`config.mk`:
```
export PLATFORM = sky130hd
export DESIGN_NAME = ptst_top
export DESIGN_NICKNAME = d
export VERILOG_FILES = /design/src/design/ptst_pkg.sv /design/src/design/ptst_pattern.sv /design/src/design/ptst_top.sv
export SDC_FILE = /design/constraint.sdc
export NUM_CORES = 1
export LEC_CHECK = 0
export ABC_AREA = 1
export BUFFER_PORTS_ARGS = -buffer_cell sky130_fd_sc_hd__buf_2
export CORE_ASPECT_RATIO = 0.6
export CORE_MARGIN = 2
export CORE_UTILIZATION = 35
export CTS_CLUSTER_DIAMETER = 40
export DETAILED_ROUTE_END_ITERATION = 8
export GPL_TIMING_DRIVEN = 1
export PLACE_DENSITY = 0.63
export SKIP_LAST_GASP = 1
export SYNTH_ARGS = -nofsm -noshare
export SYNTH_HDL_FRONTEND = slang
export SYNTH_HIERARCHICAL = 1
export SYNTH_SLANG_ARGS = --single-unit
```
`constraint.sdc`:
```
create_clock -name core_clk -period 1.7 [get_ports core_clk]
set_input_delay 0.085 -clock core_clk [delete_from_list [all_inputs] [get_ports core_clk]]
set_output_delay 0.085 -clock core_clk [all_outputs]
set_load 0.01 [all_outputs]
```
`src/design/ptst_pkg.sv`:
```
package ptst_pkg;

  // ----------------------------------------
  // Register map
  // ----------------------------------------
  localparam logic [4:0] ADDR_DRV_TEST = 5'h1B; // Driver test and self-test ext.
  localparam logic [4:0] ADDR_CTRL2 = 5'h1C;    // Second control register

  // ----------------------------------------
  // Field layout
  // ----------------------------------------
  localparam int TALLY_MSB = 15;
  localparam int TALLY_LSB = 8;
  localparam int CTRL_MSB = 7;      // Writable control byte top
  localparam int NONSTOP_BIT = 5;
  localparam int PATT_EN_BIT = 4;
  localparam int GAP_SEL_BIT = 2;
  localparam int CHOICE_MSB = 1;
  localparam int SOFT_RST_BIT = 9;

  // ----------------------------------------
  // Reset and limit values
  // ----------------------------------------
  localparam logic [7:0] CTRL_RESET = 8'h00;
  localparam logic [7:0] TALLY_ZERO = 8'h00;
  localparam logic [7:0] TALLY_MAX = 8'hFF;
  localparam logic [7:0] TALLY_ONE = 8'h01;

  // ----------------------------------------
  // Timing
  // ----------------------------------------
  localparam int CLK_PERIOD_NS = 50;
  localparam int GAP_SHORT_NS = 10000;  // Gap select clear
  localparam int GAP_LONG_NS = 15000;   // Gap select set
  localparam int NLP_WIDTH_NS = 100;    // Link pulse width
  // Gaps are least times, so round up
  localparam int GAP_SHORT_CYC = (GAP_SHORT_NS + CLK_PERIOD_NS - 1) / CLK_PERIOD_NS;
  localparam int GAP_LONG_CYC = (GAP_LONG_NS + CLK_PERIOD_NS - 1) / CLK_PERIOD_NS;
  localparam int NLP_CYC = (NLP_WIDTH_NS + CLK_PERIOD_NS - 1) / CLK_PERIOD_NS;
  localparam int DATA_BITS = 16;        // Manchester bits per test burst
  localparam int MARK_A_CYC = 5;        // End marker variant a, high time
  localparam int MARK_B_CYC = 7;        // End marker variant b, high time
  localparam int SOFT_RST_CYC = 16;     // Length of internal soft reset
  localparam int PKT_NIBBLES = 64;      // Self-test packet length
  localparam int PKT_GAP_NIBBLES = 24;  // Idle between self-test packets
  localparam logic [6:0] PATT_SEED = 7'h5A;
  localparam logic [14:0] PRBS_SEED = 15'h7FFF;

  // ----------------------------------------
  // Pattern choices
  // ----------------------------------------
  typedef enum logic [1:0] {
    PTST_CH_DATA_A = 2'h0,
    PTST_CH_DATA_B = 2'h1,
    PTST_CH_LINK = 2'h2,
    PTST_CH_TONE = 2'h3
  } ptst_choice_t;

endpackage

```
`src/design/ptst_pattern.sv`:
```
`timescale 1ns/100ps
`default_nettype none
module ptst_pattern (
  // Clock and reset
  input wire logic core_clk,
  input wire logic resetn,
  input wire logic soft_rst,
  // Control
  input wire logic pattern_enable,
  input wire logic [1:0] choice,
  input wire logic gap_select,
  // Line driver
  output logic drv_active,
  output logic drv_level
);

  // ----------------------------------------
  // State
  // ----------------------------------------
  typedef enum logic [3:0] {
    PTST_P_IDLE = 4'h1,
    PTST_P_BURST = 4'h2,
    PTST_P_MARK = 4'h4,
    PTST_P_GAP = 4'h8
  } ptst_pstate_t;

  ptst_pstate_t state_reg, state_next;
  logic [8:0] cnt_reg, cnt_next;   // Cycles in current state
  logic [6:0] lfsr_reg, lfsr_next; // Burst data source
  logic level_reg, level_next;
  logic phase_reg;                 // Manchester half-bit phase

  // ----------------------------------------
  // Decode
  // ----------------------------------------
  wire is_tone = (choice == ptst_pkg::PTST_CH_TONE);
  wire is_link = (choice == ptst_pkg::PTST_CH_LINK);
  wire [8:0] gap_len = gap_select ? 9'(ptst_pkg::GAP_LONG_CYC)
                                  : 9'(ptst_pkg::GAP_SHORT_CYC);
  wire [8:0] mark_len = (choice == ptst_pkg::PTST_CH_DATA_B)
                      ? 9'(ptst_pkg::MARK_B_CYC) : 9'(ptst_pkg::MARK_A_CYC);
  wire [8:0] burst_len = is_link ? 9'(ptst_pkg::NLP_CYC)
                                 : 9'(2 * ptst_pkg::DATA_BITS);
  wire cnt_last_gap = (cnt_reg == gap_len - 9'h001);
  wire cnt_last_mark = (cnt_reg == mark_len - 9'h001);
  wire cnt_last_burst = (cnt_reg == burst_len - 9'h001);
  // First half carries the inverse bit, second half the bit
  wire manch_bit = phase_reg ? lfsr_reg[0] : ~lfsr_reg[0];

  // Next state and line level
  always_comb begin
    state_next = state_reg;
    cnt_next = cnt_reg + 9'h001;
    lfsr_next = lfsr_reg;
    level_next = 1'b0;
    unique case (state_reg)
      PTST_P_IDLE: begin
        cnt_next = 9'h000;
        if (pattern_enable) begin
          state_next = PTST_P_BURST;
        end
      end
      PTST_P_BURST: begin
        if (is_tone) begin
          // Constant ones: level toggles every half bit, a 10 MHz tone
          level_next = phase_reg;
          cnt_next = 9'h000;
        end else if (is_link) begin
          level_next = 1'b1;
          if (cnt_last_burst) begin
            state_next = PTST_P_GAP;
            cnt_next = 9'h000;
          end
        end else begin
          level_next = manch_bit;
          if (phase_reg) begin
            lfsr_next = {lfsr_reg[5:0], lfsr_reg[6] ^ lfsr_reg[5]};
          end
          if (cnt_last_burst) begin
            state_next = PTST_P_MARK;
            cnt_next = 9'h000;
          end
        end
      end
      PTST_P_MARK: begin
        level_next = 1'b1;
        if (cnt_last_mark) begin
          state_next = PTST_P_GAP;
          cnt_next = 9'h000;
        end
      end
      PTST_P_GAP: begin
        if (cnt_last_gap) begin
          state_next = PTST_P_BURST;
          cnt_next = 9'h000;
        end
      end
      default: begin
        state_next = PTST_P_IDLE;
      end
    endcase
    // Disabling stops the pattern at once
    if (!pattern_enable) begin
      state_next = PTST_P_IDLE;
      level_next = 1'b0;
    end
  end

  // Registers; soft reset restarts the sequence
  always_ff @(posedge core_clk or negedge resetn) begin
    if (!resetn) begin
      state_reg <= PTST_P_IDLE;
      cnt_reg <= 9'h000;
      lfsr_reg <= ptst_pkg::PATT_SEED;
      level_reg <= 1'b0;
      phase_reg <= 1'b0;
    end else if (soft_rst) begin
      state_reg <= PTST_P_IDLE;
      cnt_reg <= 9'h000;
      lfsr_reg <= ptst_pkg::PATT_SEED;
      level_reg <= 1'b0;
      phase_reg <= 1'b0;
    end else begin
      state_reg <= state_next;
      cnt_reg <= cnt_next;
      lfsr_reg <= lfsr_next;
      level_reg <= level_next;
      // Phase is zero in the first burst cycle, so every bit gets both halves
      phase_reg <= (state_reg == PTST_P_BURST && state_next == PTST_P_BURST) ? ~phase_reg : 1'b0;
    end
  end

  assign drv_active = (state_reg != PTST_P_IDLE);
  assign drv_level = level_reg;

endmodule
`default_nettype wire

```
`src/design/ptst_top.sv`:
```
// Contract
// - Count errored nibbles during self-test, 8 bits
// - Restarting self-test clears the error tally
// - Tally saturates at all ones
// - Nonstop mode sends gapless pseudo-random data
// - Nonstop mode acts only with main self-test controls
// - Driver patterns only while pattern enable set
// - Gap select: 15 us set, 10 us clear
// - Choice 00/01 data plus marker, 10 link
// - Choice 11 sends Manchester ones tone
// - Soft reset resets logic, keeps registers
// - Unused control bits ignore writes, read zero; driver test bits 7, 6 and 3 still store writes and read back
// - Babble guard disable acts only in 10M TP
//
// The address-and-strobe port was decided locally.
`timescale 1ns/100ps
`default_nettype none
module ptst_top (
  // Clock and reset
  input wire logic core_clk,
  input wire logic resetn,
  // Register port
  input wire logic [4:0] reg_addr,
  input wire logic [15:0] reg_wdata,
  input wire logic reg_wr,
  input wire logic reg_rd,
  output logic [15:0] reg_rdata,
  // Main self-test controls from the main control register
  input wire logic selftest_start,
  input wire logic selftest_run,
  // Receive checker of the self-test
  input wire logic rx_nibble_valid,
  input wire logic rx_nibble_error,
  // Babble guard setting and link mode
  input wire logic babble_guard_disable,
  input wire logic ten_meg_tp_mode,
  output logic babble_guard_enable,
  // Self-test transmit path
  output logic selftest_tx_en,
  output logic [3:0] selftest_tx_data,
  // Line driver test pattern
  output logic line_driver_active,
  output logic line_driver_level,
  // Internal soft reset to the rest of the device
  output logic soft_reset_out
);

  // ----------------------------------------
  // Register storage
  // ----------------------------------------
  logic [7:0] ctrl_reg;          // Writable byte of driver test reg
  logic [7:0] tally_reg;         // Self-test mismatch tally
  logic [7:0] tally_next;
  logic [4:0] srst_cnt_reg;      // Soft reset cycles left
  logic [4:0] srst_cnt_next;
  logic [15:0] rdata_reg;        // Read data, one cycle after strobe
  logic [15:0] rdata_next;

  // ----------------------------------------
  // Self-test transmit state
  // ----------------------------------------
  typedef enum logic [2:0] {
    PTST_T_OFF = 3'h1,
    PTST_T_SEND = 3'h2,
    PTST_T_GAP = 3'h4
  } ptst_tstate_t;

  ptst_tstate_t tx_state_reg, tx_state_next;
  logic [6:0] tx_cnt_reg, tx_cnt_next;     // Nibbles in current state
  logic [14:0] prbs_reg, prbs_next;        // Pseudo-random source
  logic [3:0] tx_data_reg, tx_data_next;   // Registered data output

  // ----------------------------------------
  // Address decode
  // ----------------------------------------
  wire hit_drv = (reg_addr == ptst_pkg::ADDR_DRV_TEST);
  wire hit_ctrl2 = (reg_addr == ptst_pkg::ADDR_CTRL2);
  wire wr_drv = reg_wr && hit_drv;
  wire wr_ctrl2 = reg_wr && hit_ctrl2;
  wire rd_drv = reg_rd && hit_drv;
  wire rd_ctrl2 = reg_rd && hit_ctrl2;

  // ----------------------------------------
  // Control field decode
  // ----------------------------------------
  wire nonstop_selftest_mode = ctrl_reg[ptst_pkg::NONSTOP_BIT];
  wire driver_pattern_enable = ctrl_reg[ptst_pkg::PATT_EN_BIT];
  wire pattern_gap_select = ctrl_reg[ptst_pkg::GAP_SEL_BIT];
  wire [1:0] driver_pattern_choice = ctrl_reg[ptst_pkg::CHOICE_MSB:0];

  // Soft reset is busy while the counter runs
  wire soft_busy = (srst_cnt_reg != 5'h00);
  wire soft_req = wr_ctrl2 && reg_wdata[ptst_pkg::SOFT_RST_BIT];

  // Nonstop only counts when the main self-test is running
  wire nonstop_active = nonstop_selftest_mode && selftest_run;
  wire tx_running = selftest_run && !soft_busy;

  // Read words
  wire [15:0] drv_word = {tally_reg, ctrl_reg};
  // Only the soft reset bit is live; all others read zero
  wire [15:0] ctrl2_word = {6'h00, soft_busy, 9'h000};

  // ----------------------------------------
  // Soft reset sequencing
  // ----------------------------------------
  // A write of one starts a fixed-length internal reset. The bit reads
  // back whether the counter runs, so it clears without another write.
  always_comb begin
    srst_cnt_next = srst_cnt_reg;
    if (soft_req) begin
      // A fresh request restarts the full length
      srst_cnt_next = 5'(ptst_pkg::SOFT_RST_CYC);
    end else if (soft_busy) begin
      srst_cnt_next = srst_cnt_reg - 5'h01;
    end
  end

  // ----------------------------------------
  // Mismatch tally
  // ----------------------------------------
  // Start wins over a nibble error in the same cycle, since the error
  // belongs to the packet run that is being abandoned.
  always_comb begin
    tally_next = tally_reg;
    if (selftest_start) begin
      tally_next = ptst_pkg::TALLY_ZERO;
    end else if (selftest_run && rx_nibble_valid && rx_nibble_error) begin
      if (tally_reg != ptst_pkg::TALLY_MAX) begin
        tally_next = tally_reg + ptst_pkg::TALLY_ONE;
      end
    end
  end

  // ----------------------------------------
  // Read data
  // ----------------------------------------
  // Data stands only in the cycle after the strobe; unmapped reads zero
  always_comb begin
    rdata_next = 16'h0000;
    if (rd_drv) begin
      rdata_next = drv_word;
    end else if (rd_ctrl2) begin
      rdata_next = ctrl2_word;
    end
  end

  // ----------------------------------------
  // Self-test transmitter
  // ----------------------------------------
  // Packets of fixed length with an idle gap between them. In nonstop
  // mode the gap is skipped so the line never goes quiet.
  always_comb begin
    tx_state_next = tx_state_reg;
    tx_cnt_next = tx_cnt_reg + 7'h01;
    prbs_next = prbs_reg;
    tx_data_next = 4'h0;
    unique case (tx_state_reg)
      PTST_T_OFF: begin
        tx_cnt_next = 7'h00;
        if (tx_running) begin
          tx_state_next = PTST_T_SEND;
        end
      end
      PTST_T_SEND: begin
        // Shift four bits per nibble
        prbs_next = {prbs_reg[10:0],
                     prbs_reg[14:11] ^ prbs_reg[13:10]};
        tx_data_next = prbs_reg[3:0];
        if (tx_cnt_reg == 7'(ptst_pkg::PKT_NIBBLES - 1)) begin
          tx_cnt_next = 7'h00;
          if (!nonstop_active) begin
            tx_state_next = PTST_T_GAP;
          end
        end
      end
      PTST_T_GAP: begin
        if (nonstop_active) begin
          tx_state_next = PTST_T_SEND;
          tx_cnt_next = 7'h00;
        end else if (tx_cnt_reg == 7'(ptst_pkg::PKT_GAP_NIBBLES - 1)) begin
          tx_state_next = PTST_T_SEND;
          tx_cnt_next = 7'h00;
        end
      end
      default: begin
        tx_state_next = PTST_T_OFF;
      end
    endcase
    if (!tx_running) begin
      tx_state_next = PTST_T_OFF;
      tx_data_next = 4'h0;
    end
  end

  // ----------------------------------------
  // Register block
  // ----------------------------------------
  // Configuration is not touched by soft reset
  always_ff @(posedge core_clk or negedge resetn) begin
    if (!resetn) begin
      ctrl_reg <= ptst_pkg::CTRL_RESET;
    end else if (wr_drv) begin
      // Tally bits are read-only and dropped here
      ctrl_reg <= reg_wdata[ptst_pkg::CTRL_MSB:0];
    end
  end

  // Tally is status, kept across soft reset like the registers
  always_ff @(posedge core_clk or negedge resetn) begin
    if (!resetn) begin
      tally_reg <= ptst_pkg::TALLY_ZERO;
    end else begin
      tally_reg <= tally_next;
    end
  end

  // Soft reset counter
  always_ff @(posedge core_clk or negedge resetn) begin
    if (!resetn) begin
      srst_cnt_reg <= 5'h00;
    end else begin
      srst_cnt_reg <= srst_cnt_next;
    end
  end

  // Read data register
  always_ff @(posedge core_clk or negedge resetn) begin
    if (!resetn) begin
      rdata_reg <= 16'h0000;
    end else begin
      rdata_reg <= rdata_next;
    end
  end

  // Transmit state; soft reset returns it to idle
  always_ff @(posedge core_clk or negedge resetn) begin
    if (!resetn) begin
      tx_state_reg <= PTST_T_OFF;
      tx_cnt_reg <= 7'h00;
      prbs_reg <= ptst_pkg::PRBS_SEED;
      tx_data_reg <= 4'h0;
    end else if (soft_busy) begin
      tx_state_reg <= PTST_T_OFF;
      tx_cnt_reg <= 7'h00;
      prbs_reg <= ptst_pkg::PRBS_SEED;
      tx_data_reg <= 4'h0;
    end else begin
      tx_state_reg <= tx_state_next;
      tx_cnt_reg <= tx_cnt_next;
      prbs_reg <= prbs_next;
      tx_data_reg <= tx_data_next;
    end
  end

  // ----------------------------------------
  // Driver test pattern generator
  // ----------------------------------------
  ptst_pattern u_pattern (
    .core_clk(core_clk),
    .resetn(resetn),
    .soft_rst(soft_busy),
    .pattern_enable(driver_pattern_enable),
    .choice(driver_pattern_choice),
    .gap_select(pattern_gap_select),
    .drv_active(line_driver_active),
    .drv_level(line_driver_level)
  );

  // ----------------------------------------
  // Outputs
  // ----------------------------------------
  // Guard is only switched off in 10M twisted-pair operation; the
  // setting must be made by software before nonstop runs at 10M.
  assign babble_guard_enable = !(babble_guard_disable && ten_meg_tp_mode);
  assign selftest_tx_en = (tx_state_reg == PTST_T_SEND);
  assign selftest_tx_data = tx_data_reg;
  assign soft_reset_out = soft_busy;
  assign reg_rdata = rdata_reg;

endmodule
`default_nettype wire

```
==> qor.yml <==
status: "finished clean"
drtIter0Drc: 214
synthToLayoutAreaGrowth_pct: 24.0
maxCapViolCount: 0
start_kind: "register"
cts_tree: "built"
row_count: 31
crit_path_end_kind: "output pin"
avgSynthCellArea_um2: 8.57
firstDrtPassIters: 5
wl_met1_mm: 4.64
worstMarginPinSlew_ps: 439
cts_made_buffers: 9
routed-wl-met3_um: 430
syn_inst: 505
ys_seq_area_share_pct: 51.5
gp_congestion: 0.799
multi_input_area_um2: 1740
nFillCells: 1166
power_density_nw_per_um2: 1050
drcViolationCount: 0
die-area_um2: 13300
synth_nets: 541
netlist_area_um2: 4330
fin_crit_sh_pct: 95.8
clock_sinks: 88
fmax_mhz: 614
pin_count: 56
total_power_w: 0.00565
ys.flop_type: "dfrtp_1"
via_count: 3498
num_antenna_cells: 0
netlist_top_cells_area: "dfrtp_1 39%, dfstp_2 13%, nand2_1 7.4%"
setup_violations: 0
drt-total-wl_mm: 9.42
synth_top_area_share_pct: 38.8
grt-ovfl-total: 0
rsz0062_at_grt: "no"
drive_gt1_share_pct: 27.2
root_buffer: "clkbuf_16"
top_layer: "met4"
finalHoldViolations: 0
dp_hpwl_mm: 6.69
cp_max_fo: 11
yosysMostFrequentCell: "nand2_1"
yosysUniqueCellTypes: 39
ys_async_sr_fraction_pct: 100
synth_common_cells: "85 x nand2_1, 75 x inv_1, 67 x dfrtp_1"
clock_path_buffers: 2
regArea_um2: 2230
crit_required_ps: 1620
start_util_pct: 35.9
die_x_um: 148
routedWlPerCell_um: 12.6
grt_max_degree: 40
crit_arrival_ps: 1540
route.met2.wl_mm: 4.17
final_core_util_pct: 44.5
cts_htree_levels: 3
finClkSkew_ps: 7.13
grt_pass1_wl_mm: 15.9
slew_viol_final: 0
setup_slack_ps: 71.2
grt_pass1_vias: 3319
antenna_found_initial: 0
synth_top_cell_by_area: "dfrtp_1"
pre_cts_ws_ps: 37.2
synth-edff-count: 0
largest_reg_flops: 16
critical_path_class: "reg -> out"
path_clk_slew_ps: 70
synth.ff_latch_count: 88
via_per_inst: 4.66
fin_crit_ps: 1630
clk_latency_ps: 340
drtAntennaViolNets: 0
vdd_drop_max_v: 0.000601
port_buffers: 48
leakagePower_nw: 2.77
fin_nets: 616
yosysWarningCount: 6
die_h_um: 90.1
min_path_type: "in -> reg"
grt_use_total_pct: 15.0
core_area_um2: 12100
maxSlewHeadroom_pct: 70.7
[metrics by stage]
step,cells,cell area (um2),setup TNS [ps],hold WS [ps]
3_5_place_dp,717,4800,0,53.7
4_1_cts,749,5320,-28.4,0.721
6_report,750,5370,0,18.4
5_1_grt,750,5370,0,13.3
2_1_floorplan,505,4330,0,-211
3_3_place_gp,717,4800,0,51.0
[power by group]
part	switching [W]	internal (W)	leakage, nW
sequential	0.000133	0.00227	1.12
clock	0.000840	0.00138	0.166
combinational	0.000581	0.000447	1.48
[final timing paths]
kind / slack (ps) / cells after the start / to / from
min in group asynchronous: 220 / 2 / tx_cnt_reg[2] / resetn
worst max-delay path: 70 / 8 / soft_reset_out / srst_cnt_reg[0]
worst min register to register: 470 / 1 / tx_cnt_reg[0] / tx_cnt_reg[0]
worst min-delay path: 20 / 3 / reg_rdata[9] / reg_rd
worst max register to register: 100 / 11 / selftest_tx_data[1] / srst_cnt_reg[0]
max in group asynchronous: 810 / 3 / u_pattern/lfsr_reg[3] / resetn
[layout make-up]
class,instances,area share (%)
clock buffer,10,4.66
sequential,88,41.5
timing repair buffer,73,9.56
clock inverter,6,1.66
inverter,87,6.27
tap,165,3.85
multi-input combinational,321,32.5
[cells by family after synthesis]
family                   count (synthesis)  share of synthesized area [%]
buffers and inverters                   96                           9.08
AO/OA/AOI/OAI                           71                           9.25
flip-flops                              88                           51.5
AND/OR/NAND/NOR                        234                           26.3
XOR/XNOR                                11                           2.40
adder cells (fa/ha/maj)                  5                           1.45
[critical path: stages (launching register included)]
cell,delay (ps)
dfrtp_1,400
inv_2,80
ha_4,130
inv_2,40
nor2_4,100
nand2_4,70
buf_12,130
buf_12,130
buf_6,120
[routing by layer]
metal / vias to the layer above / track usage, %
met4: 0 / 6.49
met5: - / 0
li1: 1763 / -
met3: 10 / 3.96
met1: 1662 / 20.7
met2: 63 / 22.1
[cells in the final DEF, fill, tap and decap left out, types with 2 or more instances in the layout]
master,instances
clkbuf_16,10
inv_1,71
xor2_1,8
nand3_2,7
a21oi_1,16
nand4_1,8
nand2_4,3
buf_6,2
nor3b_1,2
buf_2,46
nor2_4,5
nor2_1,55
buf_4,12
bufinv_16,2
clkinv_2,2
o21ai_0,13
nor3_1,6
dfstp_2,21
o21ai_1,27
buf_12,4
ha_1,4
nand3_1,38
dlygate4sd3_1,9
nor2_2,12
o211ai_1,9
xnor2_1,2
nand2_2,7
nand2_1,85
clkinv_1,2
dfrtp_1,67
inv_2,12
[repair_timing]
item,in CTS,in global routing
hold buffers,9,0
setup endpoints to repair,1,19
pin swaps,2,3
buffers inserted,7,1
hold endpoints to repair,37,0
gates cloned,0,0
resized for setup,8,11
Note: power is estimated with default switching activity, not from simulation.
